<file path="config.mk">
export PLATFORM = sky130hd
export DESIGN_NAME = rangefinder_param_status_handshake
export DESIGN_NICKNAME = d
export VERILOG_FILES = /design/src/hw/rf_pkg.sv /design/src/hw/pending_param_ram.sv /design/src/hw/pd_cmd_decode.sv /design/src/hw/rangefinder_param_status_handshake.sv
export SDC_FILE = /design/constraint.sdc
export NUM_CORES = 1
export LEC_CHECK = 0
export ABC_AREA = 1
export BUFFER_PORTS_ARGS = -buffer_cell sky130_fd_sc_hd__buf_2
export CAP_MARGIN = 5
export CORE_ASPECT_RATIO = 0.75
export CORE_MARGIN = 2
export CORE_UTILIZATION = 30
export DETAILED_ROUTE_END_ITERATION = 10
export PLACE_DENSITY = 0.59
export REMOVE_ABC_BUFFERS = 1
export SYNTH_ARGS = -nofsm -noshare
export SYNTH_HDL_FRONTEND = slang
export SYNTH_SLANG_ARGS = --single-unit
</file>
<file path="constraint.sdc">
create_clock -name clk_i -period 4.3 [get_ports clk_i]
set_clock_uncertainty 0.2 [all_clocks]
set_input_delay 0.645 -clock clk_i [delete_from_list [all_inputs] [get_ports clk_i]]
set_output_delay 0.645 -clock clk_i [all_outputs]
set_load 0.02 [all_outputs]
</file>
<file path="src/hw/rf_pkg.sv">
package rf_pkg;
  // process data layout
  localparam int PNUM_W     = 4;
  localparam int DATA_W     = 25;
  localparam int NUM_PARAMS = 16;
  localparam int CH_W       = 32;
  localparam int ST_W       = 16;
  localparam int CH_DATA_HI = 24;
  localparam int CH_PNUM_LO = 25;
  localparam int CH_PNUM_HI = 28;
  localparam int CH_ZERO    = 30;
  localparam int CH_ENOP    = 31;
  localparam int ST_CODE_LO = 9;
  localparam int ST_CODE_HI = 12;
  localparam int ST_PARAM_BIT = 14;
  localparam int ST_INVALID   = 15;

  localparam logic [3:0] SENSOR_STATE_WORD_OFS = 4'h0;

  // parameter numbers
  localparam logic [3:0] PN_NONE      = 4'h0;
  localparam logic [3:0] PN_RES       = 4'h1;
  localparam logic [3:0] PN_LASER_OFF = 4'h2;
  localparam logic [3:0] PN_LASER_ON  = 4'h3;
  localparam logic [3:0] PN_PRESET    = 4'h4;
  localparam logic [3:0] PN_AUTO_OFF  = 4'h5;
  localparam logic [3:0] PN_UNDEF6    = 4'h6;
  localparam logic [3:0] PN_UNDEF7    = 4'h7;
  localparam logic [3:0] PN_COUNT_DIR = 4'h8;
  localparam logic [3:0] PN_SPEED     = 4'h9;
  localparam logic [3:0] PN_BEAM_ERR  = 4'hA;
  localparam logic [3:0] PN_UNDEFB    = 4'hB;
  localparam logic [3:0] PN_EXT_IN    = 4'hC;
  localparam logic [3:0] PN_CLR_PRE   = 4'hD;
  localparam logic [3:0] PN_EXT_OUT   = 4'hE;
  localparam logic [3:0] PN_SAVE      = 4'hF;

  // largest legal data value per parameter, plus the all-zero and all-ones data words
  localparam logic [24:0] RES_MAX     = 25'h000_0005;
  localparam logic [24:0] FLAG_MAX    = 25'h000_0001;
  localparam logic [24:0] SPEED_MAX   = 25'h000_00C8;
  localparam logic [24:0] BEAM_MAX    = 25'h000_0002;
  localparam logic [24:0] EXT_IN_MAX  = 25'h000_0003;
  localparam logic [24:0] EXT_OUT_MAX = 25'h000_0006;
  localparam logic [24:0] DATA_ZERO   = 25'h000_0000;
  localparam logic [24:0] DATA_ONES   = 25'h1FF_FFFF;

  // beam interruption modes and external input functions
  localparam logic [1:0] BEAM_NULL  = 2'h0;
  localparam logic [1:0] BEAM_ONES  = 2'h1;
  localparam logic [1:0] EXT_PRESET = 2'h1;
  localparam logic [1:0] EXT_LOFF   = 2'h2;
  localparam logic [1:0] EXT_QUIT   = 2'h3;

  // malfunction codes
  localparam logic [3:0] MF_NONE      = 4'h0;
  localparam logic [3:0] MF_BAD_PARAM = 4'h1;
  localparam logic [3:0] MF_HW        = 4'h3;
  localparam logic [3:0] MF_INT_WARN  = 4'h9;
  localparam logic [3:0] MF_LASER_OFF = 4'hA;
  localparam logic [3:0] MF_INT_ERR   = 4'hC;
  localparam logic [3:0] MF_SPEED     = 4'hD;
  localparam logic [3:0] MF_TEMP      = 4'hE;
  localparam logic [3:0] MF_JUMP      = 4'hF;

  // timing
  localparam int    CLK_PERIOD_NS    = 50;
  localparam longint CLK_HZ          = 20_000_000;
  localparam int    ACK_TIME_NS      = 1000;
  localparam int    ACK_CYCLES       = ACK_TIME_NS / CLK_PERIOD_NS;
  localparam int    IDLE_OFF_MIN     = 15;
  localparam longint IDLE_OFF_CYCLES = longint'(IDLE_OFF_MIN) * 60 * CLK_HZ;
  localparam int    IDLE_CNT_W       = 35;

  typedef enum logic [4:0] {
    ST_OPER  = 5'b0_0001,
    ST_PROC  = 5'b0_0010,
    ST_PARAM = 5'b0_0100,
    ST_APPLY = 5'b0_1000,
    ST_MALF  = 5'b1_0000
  } dev_state_t;

  typedef struct packed {
    logic [2:0] resolution;
    logic       laser_on;
    logic [24:0] preset;
    logic       auto_off;
    logic       count_down;
    logic [7:0] speed_limit;
    logic [1:0] beam_mode;
    logic [1:0] ext_in_fn;
    logic       clear_preset;
    logic [2:0] ext_out_fn;
  } cfg_t;

  localparam cfg_t CFG_RESET = '{
    resolution:   3'h1,
    laser_on:     1'b1,
    preset:       25'h000_0000,
    auto_off:     1'b0,
    count_down:   1'b0,
    speed_limit:  8'h00,
    beam_mode:    2'h0,
    ext_in_fn:    2'h0,
    clear_preset: 1'b0,
    ext_out_fn:   3'h0
  };

  typedef struct packed {
    logic hw_fail;
    logic temp_fail;
    logic beam_lost;
    logic speed_fail;
    logic jump_fail;
    logic int_warn;
  } meas_flags_t;
endpackage : rf_pkg

</file>
<file path="src/hw/pending_param_ram.sv">
`timescale 1ns/1ps
// pending parameter values, one word per parameter number
module pending_param_ram #(
  parameter int WIDTH = 25,
  parameter int DEPTH = 16,
  parameter int AW    = 4
) (
  input  wire logic             clk_i,
  input  wire logic             en_i,
  input  wire logic             wr_en_i,
  input  wire logic [AW-1:0]    wr_addr_i,
  input  wire logic [WIDTH-1:0] wr_data_i,
  input  wire logic [AW-1:0]    rd_addr_i,
  output logic      [WIDTH-1:0] rd_data_o
);
  if (DEPTH > (1 << AW) || WIDTH < 1) $error("pending_param_ram: bad geometry");

  logic [WIDTH-1:0] mem [DEPTH];

  // contents need no reset: a dirty bit guards every read
  always_ff @(posedge clk_i) begin
    if (en_i && wr_en_i) begin
      mem[wr_addr_i] <= wr_data_i;
    end
  end

  always_ff @(posedge clk_i) begin
    if (en_i) begin
      rd_data_o <= mem[rd_addr_i];
    end
  end
endmodule : pending_param_ram

</file>
<file path="src/hw/pd_cmd_decode.sv">
`timescale 1ns/1ps
// registers each new control word and finds the edge commands in it
module pd_cmd_decode (
  input  wire logic        clk_i,
  input  wire logic        arst_n_i,
  input  wire logic        en_i,
  input  wire logic [31:0] pd_out_i,
  input  wire logic        pd_out_valid_i,
  output logic      [3:0]  pnum_o,
  output logic      [24:0] data_o,
  output logic             fresh_o,
  output logic             enable_op_o,
  output logic             zero_rise_o
);
  logic enop_q;
  logic zero_q;
  logic [3:0] in_pnum;

  assign in_pnum = pd_out_i[rf_pkg::CH_PNUM_HI:rf_pkg::CH_PNUM_LO];

  always_ff @(posedge clk_i or negedge arst_n_i) begin
    if (!arst_n_i) begin
      pnum_o      <= 4'h0;
      data_o      <= 25'h000_0000;
      fresh_o     <= 1'b0;
      enable_op_o <= 1'b0;
      zero_rise_o <= 1'b0;
      enop_q      <= 1'b0;
      zero_q      <= 1'b0;
    end else if (en_i) begin
      fresh_o     <= pd_out_valid_i;
      enable_op_o <= 1'b0;
      zero_rise_o <= 1'b0;
      if (pd_out_valid_i) begin
        pnum_o <= in_pnum;
        data_o <= pd_out_i[rf_pkg::CH_DATA_HI:0];
        enop_q <= pd_out_i[rf_pkg::CH_ENOP];
        zero_q <= pd_out_i[rf_pkg::CH_ZERO];
        enable_op_o <= pd_out_i[rf_pkg::CH_ENOP] && !enop_q
                       && !pd_out_i[rf_pkg::CH_ZERO] && in_pnum == rf_pkg::PN_NONE;
        zero_rise_o <= pd_out_i[rf_pkg::CH_ZERO] && !zero_q;
      end
    end
  end
endmodule : pd_cmd_decode

</file>
<file path="src/hw/rangefinder_param_status_handshake.sv">
`timescale 1ns/1ps
// Notes on behaviour
// - status bits 15:14 give state: 00 operation, 11 parameterization, 10 malfunction.
// - status bits 9..15 sit on channel bits 25..31; bits 0..8 reserved.
// - status bits 9..12 echo last parameter number, or malfunction code.
// - nonzero parameter number on bits 9..12 starts parameterization.
// - accepted parameter moves to parameterization and echoes its number.
// - new parameters stay pending until enable-operation applies them.
// - unappliable pending parameters on enable-operation give malfunction state.
// - parameter 1 sets resolution, codes 0 to 5.
// - parameter 2 switches laser off, parameter 3 switches it on.
// - parameter 5 enables laser switch-off after 15 idle bus minutes.
// - parameter 8 selects rising or falling count with distance.
// - parameter 9 sets speed limit 0 to 200 in 0.1 m/s.
// - parameter 10 picks beam-loss output: zero, all ones, last valid.
// - parameter 12 selects external input function 0 to 3.
// - parameter 13 value 1 clears the stored preset.
// - parameter 14 selects external output source 0 to 6.
// - parameter 15 saves parameters; its data must be zero.
// - malfunction codes 0 none, 1 bad parameters, 3 hardware error.
// - codes 9 intensity warning, 10 laser off, 12 intensity error.
// - codes 13 speed check, 14 temperature, 15 position jump.
// - enable-operation is bit 15 rising with bit 14 clear and number zero.
// - rising channel bit 30 loads preset unless clear-preset is set.
module rangefinder_param_status_handshake #(
  parameter int                ACK_CYCLES      = rf_pkg::ACK_CYCLES,
  parameter logic [34:0]       IDLE_OFF_CYCLES = 35'(rf_pkg::IDLE_OFF_CYCLES)
) (
  input  wire logic               clk_i,
  input  wire logic               arst_n_i,
  input  wire logic               en_i,
  input  wire logic [31:0]        pd_out_i,
  input  wire logic               pd_out_valid_i,
  input  wire logic [24:0]        position_i,
  input  wire rf_pkg::meas_flags_t meas_i,
  input  wire logic               ext_in_i,
  output logic      [31:0]        pd_in_o,
  output logic      [15:0]        sensor_state_word_o,
  output rf_pkg::cfg_t            cfg_o,
  output logic                    laser_en_o,
  output logic                    preset_load_o,
  output logic                    preset_clear_o,
  output logic                    save_req_o
);
  if (ACK_CYCLES < 1 || ACK_CYCLES > 65535) $error("ACK_CYCLES out of range");
  if (IDLE_OFF_CYCLES == 35'h0_0000_0000) $error("IDLE_OFF_CYCLES must be nonzero");

  rf_pkg::dev_state_t state;
  logic [3:0]  cw_pnum;
  logic [24:0] cw_data;
  logic        cw_fresh;
  logic        enable_op;
  logic        zero_rise;
  logic [3:0]  echo_num;
  logic [24:0] echo_data;
  logic [3:0]  acc_num;
  logic [24:0] acc_data;
  logic [15:0] ack_cnt;
  logic [15:0] dirty;
  logic        bad_param;
  logic [3:0]  malf_code;
  logic [4:0]  apply_idx;
  logic [3:0]  apply_idx_d;
  logic        apply_vld;
  logic [24:0] rd_data;
  logic        accept;
  logic [3:0]  live_code;
  logic [34:0] idle_cnt;
  logic        ext_q;
  logic        ext_rise;
  logic [24:0] last_pos;
  logic        applying;

  pd_cmd_decode u_decode (
    .clk_i          (clk_i),
    .arst_n_i       (arst_n_i),
    .en_i           (en_i),
    .pd_out_i       (pd_out_i),
    .pd_out_valid_i (pd_out_valid_i),
    .pnum_o         (cw_pnum),
    .data_o         (cw_data),
    .fresh_o        (cw_fresh),
    .enable_op_o    (enable_op),
    .zero_rise_o    (zero_rise)
  );

  pending_param_ram #(
    .WIDTH (rf_pkg::DATA_W),
    .DEPTH (rf_pkg::NUM_PARAMS),
    .AW    (rf_pkg::PNUM_W)
  ) u_pending (
    .clk_i     (clk_i),
    .en_i      (en_i),
    .wr_en_i   (accept),
    .wr_addr_i (cw_pnum),
    .wr_data_i (cw_data),
    .rd_addr_i (apply_idx[3:0]),
    .rd_data_o (rd_data)
  );

  function automatic logic param_ok(input logic [3:0] pn, input logic [24:0] d);
    case (pn)
      rf_pkg::PN_RES:       param_ok = d <= rf_pkg::RES_MAX;
      rf_pkg::PN_AUTO_OFF,
      rf_pkg::PN_COUNT_DIR,
      rf_pkg::PN_CLR_PRE:   param_ok = d <= rf_pkg::FLAG_MAX;
      rf_pkg::PN_SPEED:     param_ok = d <= rf_pkg::SPEED_MAX;
      rf_pkg::PN_BEAM_ERR:  param_ok = d <= rf_pkg::BEAM_MAX;
      rf_pkg::PN_EXT_IN:    param_ok = d <= rf_pkg::EXT_IN_MAX;
      rf_pkg::PN_EXT_OUT:   param_ok = d <= rf_pkg::EXT_OUT_MAX;
      rf_pkg::PN_SAVE:      param_ok = d == rf_pkg::DATA_ZERO;
      rf_pkg::PN_UNDEF6,
      rf_pkg::PN_UNDEF7,
      rf_pkg::PN_UNDEFB:    param_ok = 1'b0;
      default:              param_ok = 1'b1;
    endcase
  endfunction : param_ok

  // priority: hardware first, warnings last
  function automatic logic [3:0] fault_code(input rf_pkg::meas_flags_t m, input logic lon);
    if (m.hw_fail)         fault_code = rf_pkg::MF_HW;
    else if (m.temp_fail)  fault_code = rf_pkg::MF_TEMP;
    else if (m.beam_lost)  fault_code = rf_pkg::MF_INT_ERR;
    else if (m.speed_fail) fault_code = rf_pkg::MF_SPEED;
    else if (m.jump_fail)  fault_code = rf_pkg::MF_JUMP;
    else if (!lon)         fault_code = rf_pkg::MF_LASER_OFF;
    else if (m.int_warn)   fault_code = rf_pkg::MF_INT_WARN;
    else                   fault_code = rf_pkg::MF_NONE;
  endfunction : fault_code

  assign live_code = fault_code(meas_i, laser_en_o);
  assign ext_rise  = ext_in_i && !ext_q;
  // a number already echoed is not taken again while parameterizing
  assign accept = cw_fresh && cw_pnum != rf_pkg::PN_NONE && (
                  state == rf_pkg::ST_OPER || state == rf_pkg::ST_MALF ||
                  (state == rf_pkg::ST_PARAM && cw_pnum != echo_num));
  assign applying = apply_vld && dirty[apply_idx_d];

  always_ff @(posedge clk_i or negedge arst_n_i) begin
    if (!arst_n_i) begin
      state     <= rf_pkg::ST_OPER;
      ack_cnt   <= 16'h0000;
      acc_num   <= 4'h0;
      acc_data  <= 25'h000_0000;
      echo_num  <= 4'h0;
      echo_data <= 25'h000_0000;
      malf_code <= 4'h0;
      apply_idx <= 5'h00;
    end else if (en_i) begin
      case (state)
        rf_pkg::ST_OPER, rf_pkg::ST_MALF, rf_pkg::ST_PARAM: begin
          if (accept) begin
            state    <= rf_pkg::ST_PROC;
            acc_num  <= cw_pnum;
            acc_data <= cw_data;
            ack_cnt  <= 16'(ACK_CYCLES - 1);
          end else if (enable_op && state != rf_pkg::ST_OPER) begin
            if (bad_param) begin
              state     <= rf_pkg::ST_MALF;
              malf_code <= rf_pkg::MF_BAD_PARAM;
              echo_num  <= 4'h0;
            end else begin
              state     <= rf_pkg::ST_APPLY;
              apply_idx <= 5'h00;
            end
          end else if (state == rf_pkg::ST_MALF && ext_rise
                       && cfg_o.ext_in_fn == rf_pkg::EXT_QUIT) begin
            state     <= rf_pkg::ST_OPER;
            malf_code <= rf_pkg::MF_NONE;
          end
        end
        rf_pkg::ST_PROC: begin
          if (ack_cnt == 16'h0000) begin
            state     <= rf_pkg::ST_PARAM;
            echo_num  <= acc_num;
            echo_data <= acc_data;
          end else begin
            ack_cnt <= ack_cnt - 16'h0001;
          end
        end
        rf_pkg::ST_APPLY: begin
          // one read per entry, data one cycle behind the address
          if (apply_idx == 5'h11) begin
            state     <= rf_pkg::ST_OPER;
            echo_num  <= 4'h0;
            malf_code <= rf_pkg::MF_NONE;
          end else begin
            apply_idx <= apply_idx + 5'h01;
          end
        end
        default: state <= rf_pkg::ST_OPER;
      endcase
    end
  end

  // pending bookkeeping; a write in the clearing cycle is kept
  always_ff @(posedge clk_i or negedge arst_n_i) begin
    if (!arst_n_i) begin
      dirty       <= 16'h0000;
      bad_param   <= 1'b0;
      apply_vld   <= 1'b0;
      apply_idx_d <= 4'h0;
    end else if (en_i) begin
      apply_vld   <= state == rf_pkg::ST_APPLY && apply_idx < 5'h10;
      apply_idx_d <= apply_idx[3:0];
      if (state == rf_pkg::ST_APPLY && apply_idx == 5'h11) begin
        dirty <= 16'h0000;
      end else if (enable_op && bad_param && state != rf_pkg::ST_OPER && !accept) begin
        dirty     <= 16'h0000;
        bad_param <= 1'b0;
      end
      if (accept) begin
        dirty[cw_pnum] <= 1'b1;
        if (!param_ok(cw_pnum, cw_data)) begin
          bad_param <= 1'b1;
        end
      end
    end
  end

  // applied configuration
  always_ff @(posedge clk_i or negedge arst_n_i) begin
    if (!arst_n_i) begin
      cfg_o          <= rf_pkg::CFG_RESET;
      save_req_o     <= 1'b0;
      preset_clear_o <= 1'b0;
    end else if (en_i) begin
      save_req_o     <= 1'b0;
      preset_clear_o <= 1'b0;
      if (applying) begin
        case (apply_idx_d)
          rf_pkg::PN_RES:       cfg_o.resolution   <= rd_data[2:0];
          rf_pkg::PN_LASER_OFF: cfg_o.laser_on     <= 1'b0;
          rf_pkg::PN_LASER_ON:  cfg_o.laser_on     <= 1'b1;
          rf_pkg::PN_PRESET:    cfg_o.preset       <= rd_data;
          rf_pkg::PN_AUTO_OFF:  cfg_o.auto_off     <= rd_data[0];
          rf_pkg::PN_COUNT_DIR: cfg_o.count_down   <= rd_data[0];
          rf_pkg::PN_SPEED:     cfg_o.speed_limit  <= rd_data[7:0];
          rf_pkg::PN_BEAM_ERR:  cfg_o.beam_mode    <= rd_data[1:0];
          rf_pkg::PN_EXT_IN:    cfg_o.ext_in_fn    <= rd_data[1:0];
          rf_pkg::PN_CLR_PRE: begin
            cfg_o.clear_preset <= rd_data[0];
            preset_clear_o     <= rd_data[0];
          end
          rf_pkg::PN_EXT_OUT:   cfg_o.ext_out_fn   <= rd_data[2:0];
          rf_pkg::PN_SAVE:      save_req_o         <= 1'b1;
          default:              cfg_o.laser_on     <= cfg_o.laser_on;
        endcase
      end else if (cfg_o.auto_off && idle_cnt >= IDLE_OFF_CYCLES) begin
        cfg_o.laser_on <= 1'b0;
      end
    end
  end

  // bus idle timer for the automatic laser switch-off
  always_ff @(posedge clk_i or negedge arst_n_i) begin
    if (!arst_n_i) begin
      idle_cnt <= 35'h0_0000_0000;
    end else if (en_i) begin
      if (pd_out_valid_i) begin
        idle_cnt <= 35'h0_0000_0000;
      end else if (idle_cnt < IDLE_OFF_CYCLES) begin
        idle_cnt <= idle_cnt + 35'h0_0000_0001;
      end
    end
  end

  // external input, preset load and laser enable
  always_ff @(posedge clk_i or negedge arst_n_i) begin
    if (!arst_n_i) begin
      ext_q         <= 1'b0;
      preset_load_o <= 1'b0;
      laser_en_o    <= 1'b1;
    end else if (en_i) begin
      ext_q         <= ext_in_i;
      preset_load_o <= !cfg_o.clear_preset && (zero_rise ||
                       (ext_rise && cfg_o.ext_in_fn == rf_pkg::EXT_PRESET));
      laser_en_o    <= cfg_o.laser_on &&
                       !(ext_in_i && cfg_o.ext_in_fn == rf_pkg::EXT_LOFF);
    end
  end

  // process data toward the master
  always_ff @(posedge clk_i or negedge arst_n_i) begin
    if (!arst_n_i) begin
      last_pos            <= 25'h000_0000;
      pd_in_o             <= 32'h0000_0000;
      sensor_state_word_o <= 16'h0000;
    end else if (en_i) begin
      if (!meas_i.beam_lost) begin
        last_pos <= position_i;
      end
      case (state)
        rf_pkg::ST_PROC, rf_pkg::ST_PARAM, rf_pkg::ST_APPLY: begin
          sensor_state_word_o <= {2'b11, 1'b0, echo_num, 9'h000};
        end
        rf_pkg::ST_MALF: begin
          sensor_state_word_o <= {2'b10, 1'b0, malf_code, 9'h000};
        end
        default: begin
          if (live_code != rf_pkg::MF_NONE) begin
            sensor_state_word_o <= {2'b10, 1'b0, live_code, 9'h000};
          end else begin
            sensor_state_word_o <= 16'h0000;
          end
        end
      endcase
      pd_in_o[rf_pkg::CH_W-1:rf_pkg::CH_PNUM_LO] <=
        sensor_state_word_o[rf_pkg::ST_W-1:rf_pkg::ST_CODE_LO];
      if (state == rf_pkg::ST_PARAM) begin
        pd_in_o[rf_pkg::CH_DATA_HI:0] <= echo_data;
      end else if (state == rf_pkg::ST_PROC) begin
        pd_in_o[rf_pkg::CH_DATA_HI:0] <= rf_pkg::DATA_ZERO;
      end else if (meas_i.beam_lost) begin
        case (cfg_o.beam_mode)
          rf_pkg::BEAM_NULL: pd_in_o[rf_pkg::CH_DATA_HI:0] <= rf_pkg::DATA_ZERO;
          rf_pkg::BEAM_ONES: pd_in_o[rf_pkg::CH_DATA_HI:0] <= rf_pkg::DATA_ONES;
          default:           pd_in_o[rf_pkg::CH_DATA_HI:0] <= last_pos;
        endcase
      end else begin
        pd_in_o[rf_pkg::CH_DATA_HI:0] <= position_i;
      end
    end
  end
endmodule : rangefinder_param_status_handshake

</file>
==> impl_metrics.ini <==
[synth]
async_flop_share_pct = 40.6
syn_avg_cell_area_um2 = 9.97
syn-cell-area_um2 = 30700
ys_warn_count = 0
synth_area_leader_cell = edfxtp_1
synth_area_leaders = edfxtp_1 42%, dfrtp_1 23%, nand2_1 9.2%
synthTopCellsByCount = 756 x nand2_1, 436 x nor2_1, 425 x edfxtp_1
synth_top_area_share_pct = 41.5
ys_seq_elements = 715
synth_edf_count = 425
ys.flop_type = edfxtp_1
synth_seq_area_share_pct = 65.2
synthDistinctLibCells = 44
netlist_instances = 3080
yosysMostFrequentCell = nand2_1

[finish]
finalNetCount = 3308
n_fill_cell = 10241
drive_above_1_share_pct = 11.9
area_growth_pct = 15.6
multi_input_area_um2 = 9450
register_area_um2 = 20000

[global_route]
grt_pass1_vias = 20953
grt_max_degree = 158
track_usage_pct = 16.0
grt_pass1_wl_mm = 130
globalRouteOverflowTotal = 0
antenna_found_initial = 3

[setup_path]
worstSetupStartpointType = register
critPathMaxFanout = 28
cp_top_family = buffers and inverters
cp_num_cells = 10
arrival_ns = 3.40
crit_top_cell = inv_2
critPathCaptureType = register
slowest_delay_ns = 0.48
worst-path-buf-inv = 4
crit_chain = nor2_4 -> nand4_2 -> inv_2 -> nand2_1 -> nand2_2 -> nand3_2 -> inv_2 -> nand3_1 -> inv_1 -> buf_4
cp_slowest_cell = buf_4
critical_path_class = reg -> reg
cp.required_ns = 4.36
r2r_cells = 10

[sta]
fin_crit_ns = 3.34
finalCritPeriodShare_pct = 77.6
tightest_slew_ns = 1.13
relSlewSlack_pct = 24.3
hold_viol_final = 0
maxSlewViolCount = 0
fmax_mhz = 300
setup_viol = 0
rsz0062_at_grt = false
setup_ws_ns = 0.962
whs_ns = 0.0374

[drt]
wl_mm = 85.1
postRouteAntennaNets = 0
wire_per_inst_um = 18.4
via_per_inst = 4.82
firstDrtPassIters = 9
drc_errors = 2
num_vias = 22323
initialDrtViolationCount = 2207

[floorplan]
io_pins = 167
initial_core_util_pct = 30.3
die_h_um = 281
fp-row-count = 101
die_width_um = 373
die-area_um2 = 105000
core-area_um2 = 101000

[clock_network]
h-tree-depth = 3
cts-resized-gates = 0
cts_sinks = 715
cts_buffers = 74
cts_root_buffer = clkbuf_16
clock_latency_ns = 0.62
cts_tree = built
clk_pin_slew_worst_paths_ns = 0.06
clockBufferDepth = 3

[placed_design]
gp_congestion = 0.897
io_buffers = 154
pre_cts_slack_ns = 0.970
hpwlAfterDp_mm = 52.1

[pwr]
powerDensity_nw_per_um2 = 473
leakagePower_nw = 14.4
peakVddDrop_mv = 0.316

[hold_path]
hp-class = in -> reg
whs_path_depth = 3

[status]
status = complete, but fails checks
violations = design-rule violations

[run]
drv_cap = 0
==> metal layers <==
metal,vias up,share of wire (%),GRT usage (%)
met3,103,6.8,3.24
li1,10713,-,-
met1,10815,48,23.5
met2,692,43,23.9
met5,-,0,0
met4,0,2.0,3.86
==> cells by family (layout without fill, tap and decap cells) <==
kind of cell / count (synthesis) / in the layout / share of synthesized area [%]
xor gates and xnor gates: 45 / 45 / 1.28
DFF: 715 / 715 / 65.2
adders and majority gates: 5 / 5 / 0.204
other: 1 / 37 / 0.0122
buffers and inverters: 334 / 514 / 4.64
AOI/OAI and AO/OA: 538 / 538 / 9.46
and+or+nand+nor: 1442 / 1442 / 19.2
==> worst min-delay path, delay by kind of cell <==
kind | cells | cell delay [ns]
AOI/OAI and AO/OA | 1 | 0.06
buffers and inverters | 1 | 0.09
and+or+nand+nor | 1 | 0.05
==> final cells by class <==
type | instances | share of cell area, %
flip-flops and latches | 715 | 56.4
diodes | 1 | 0.00705
well taps | 1339 | 4.72
clock inverters | 37 | 1.23
multi-input cells | 2066 | 26.6
inverters | 166 | 1.76
repair buffers | 212 | 3.61
clock buffers | 99 | 5.68
==> power breakdown <==
group	internal, W	total, W	switching, W
clock network	0.00366	0.00649	0.00283
logic	0.000586	0.00188	0.00129
registers	0.00795	0.00845	0.000501
==> stage by stage <==
| stage | area (µm²) | TNS [ns] | total power [W] | instances | util (%) |
|---|---|---|---|---|---|
| after global routing | 35500 | 0 | 0.0176 | 4634 | 35.0 |
| final | 35500 | 0 | 0.0168 | 4635 | 35.0 |
| after floorplan | 30000 | -105.41 | 0.00964 | 2947 | - |
| after CTS | 35500 | 0 | 0.0170 | 4634 | 35.0 |
| after global placement | 33000 | 0 | 0.0104 | 4493 | 32.6 |
| after detailed placement | 33000 | 0 | 0.0105 | 4493 | 32.6 |
==> state kept, by name (all words and copies together) (netlist names), 5 cells and up <==
signal               flops
dirty                   16
sensor_state_word_o      6
u_pending.rd_data_o     25
echo_data               25
state                    5
u_decode.data_o         25
cfg_o                   47
idle_cnt                35
u_pending.mem          400
ack_cnt                 16
apply_idx                5
pd_in_o                 31
acc_data                25
last_pos                25
==> what timing repair did <==
item,CTS,global route
hold buffers,5,0
buffers inserted,0,0
endpoints found under the hold margin,83,0
==> path summary, 6_finish.rpt <==
kind / from / to / slack, ns
worst max register to register: state[1]$_DFFE_PN0P_ / u_pending.mem[3][11]$_DFFE_PP_ / 0.96
max in group asynchronous: arst_n_i / echo_data[11]$_DFFE_PN0P_ / 2.53
worst max-delay path: state[1]$_DFFE_PN0P_ / u_pending.mem[3][11]$_DFFE_PP_ / 0.96
worst min register to register: cfg_o[12]$_DFFE_PN0P_ / cfg_o[12]$_DFFE_PN0P_ / 0.26
worst min-delay path: pd_out_i[23] / u_decode.data_o[23]$_DFFE_PN0P_ / 0.04
min in group asynchronous: arst_n_i / cfg_o[13]$_DFFE_PN0P_ / 0.43
==> layout by cell type, fill, tap and decap left out, types with 39 or more instances in the layout <==
cell type	synthesis	layout
nand2_1	756	756
nor2_1	436	430
edfxtp_1	425	425
o21ai_0	332	332
dfrtp_1	286	284
buf_2	20	152
inv_1	151	148
nand3_1	132	132
o22ai_1	101	101
clkbuf_16	0	74
nand4_1	55	55
buf_4	17	50
a21oi_1	39	39
(Power assumes the default switching activity.)
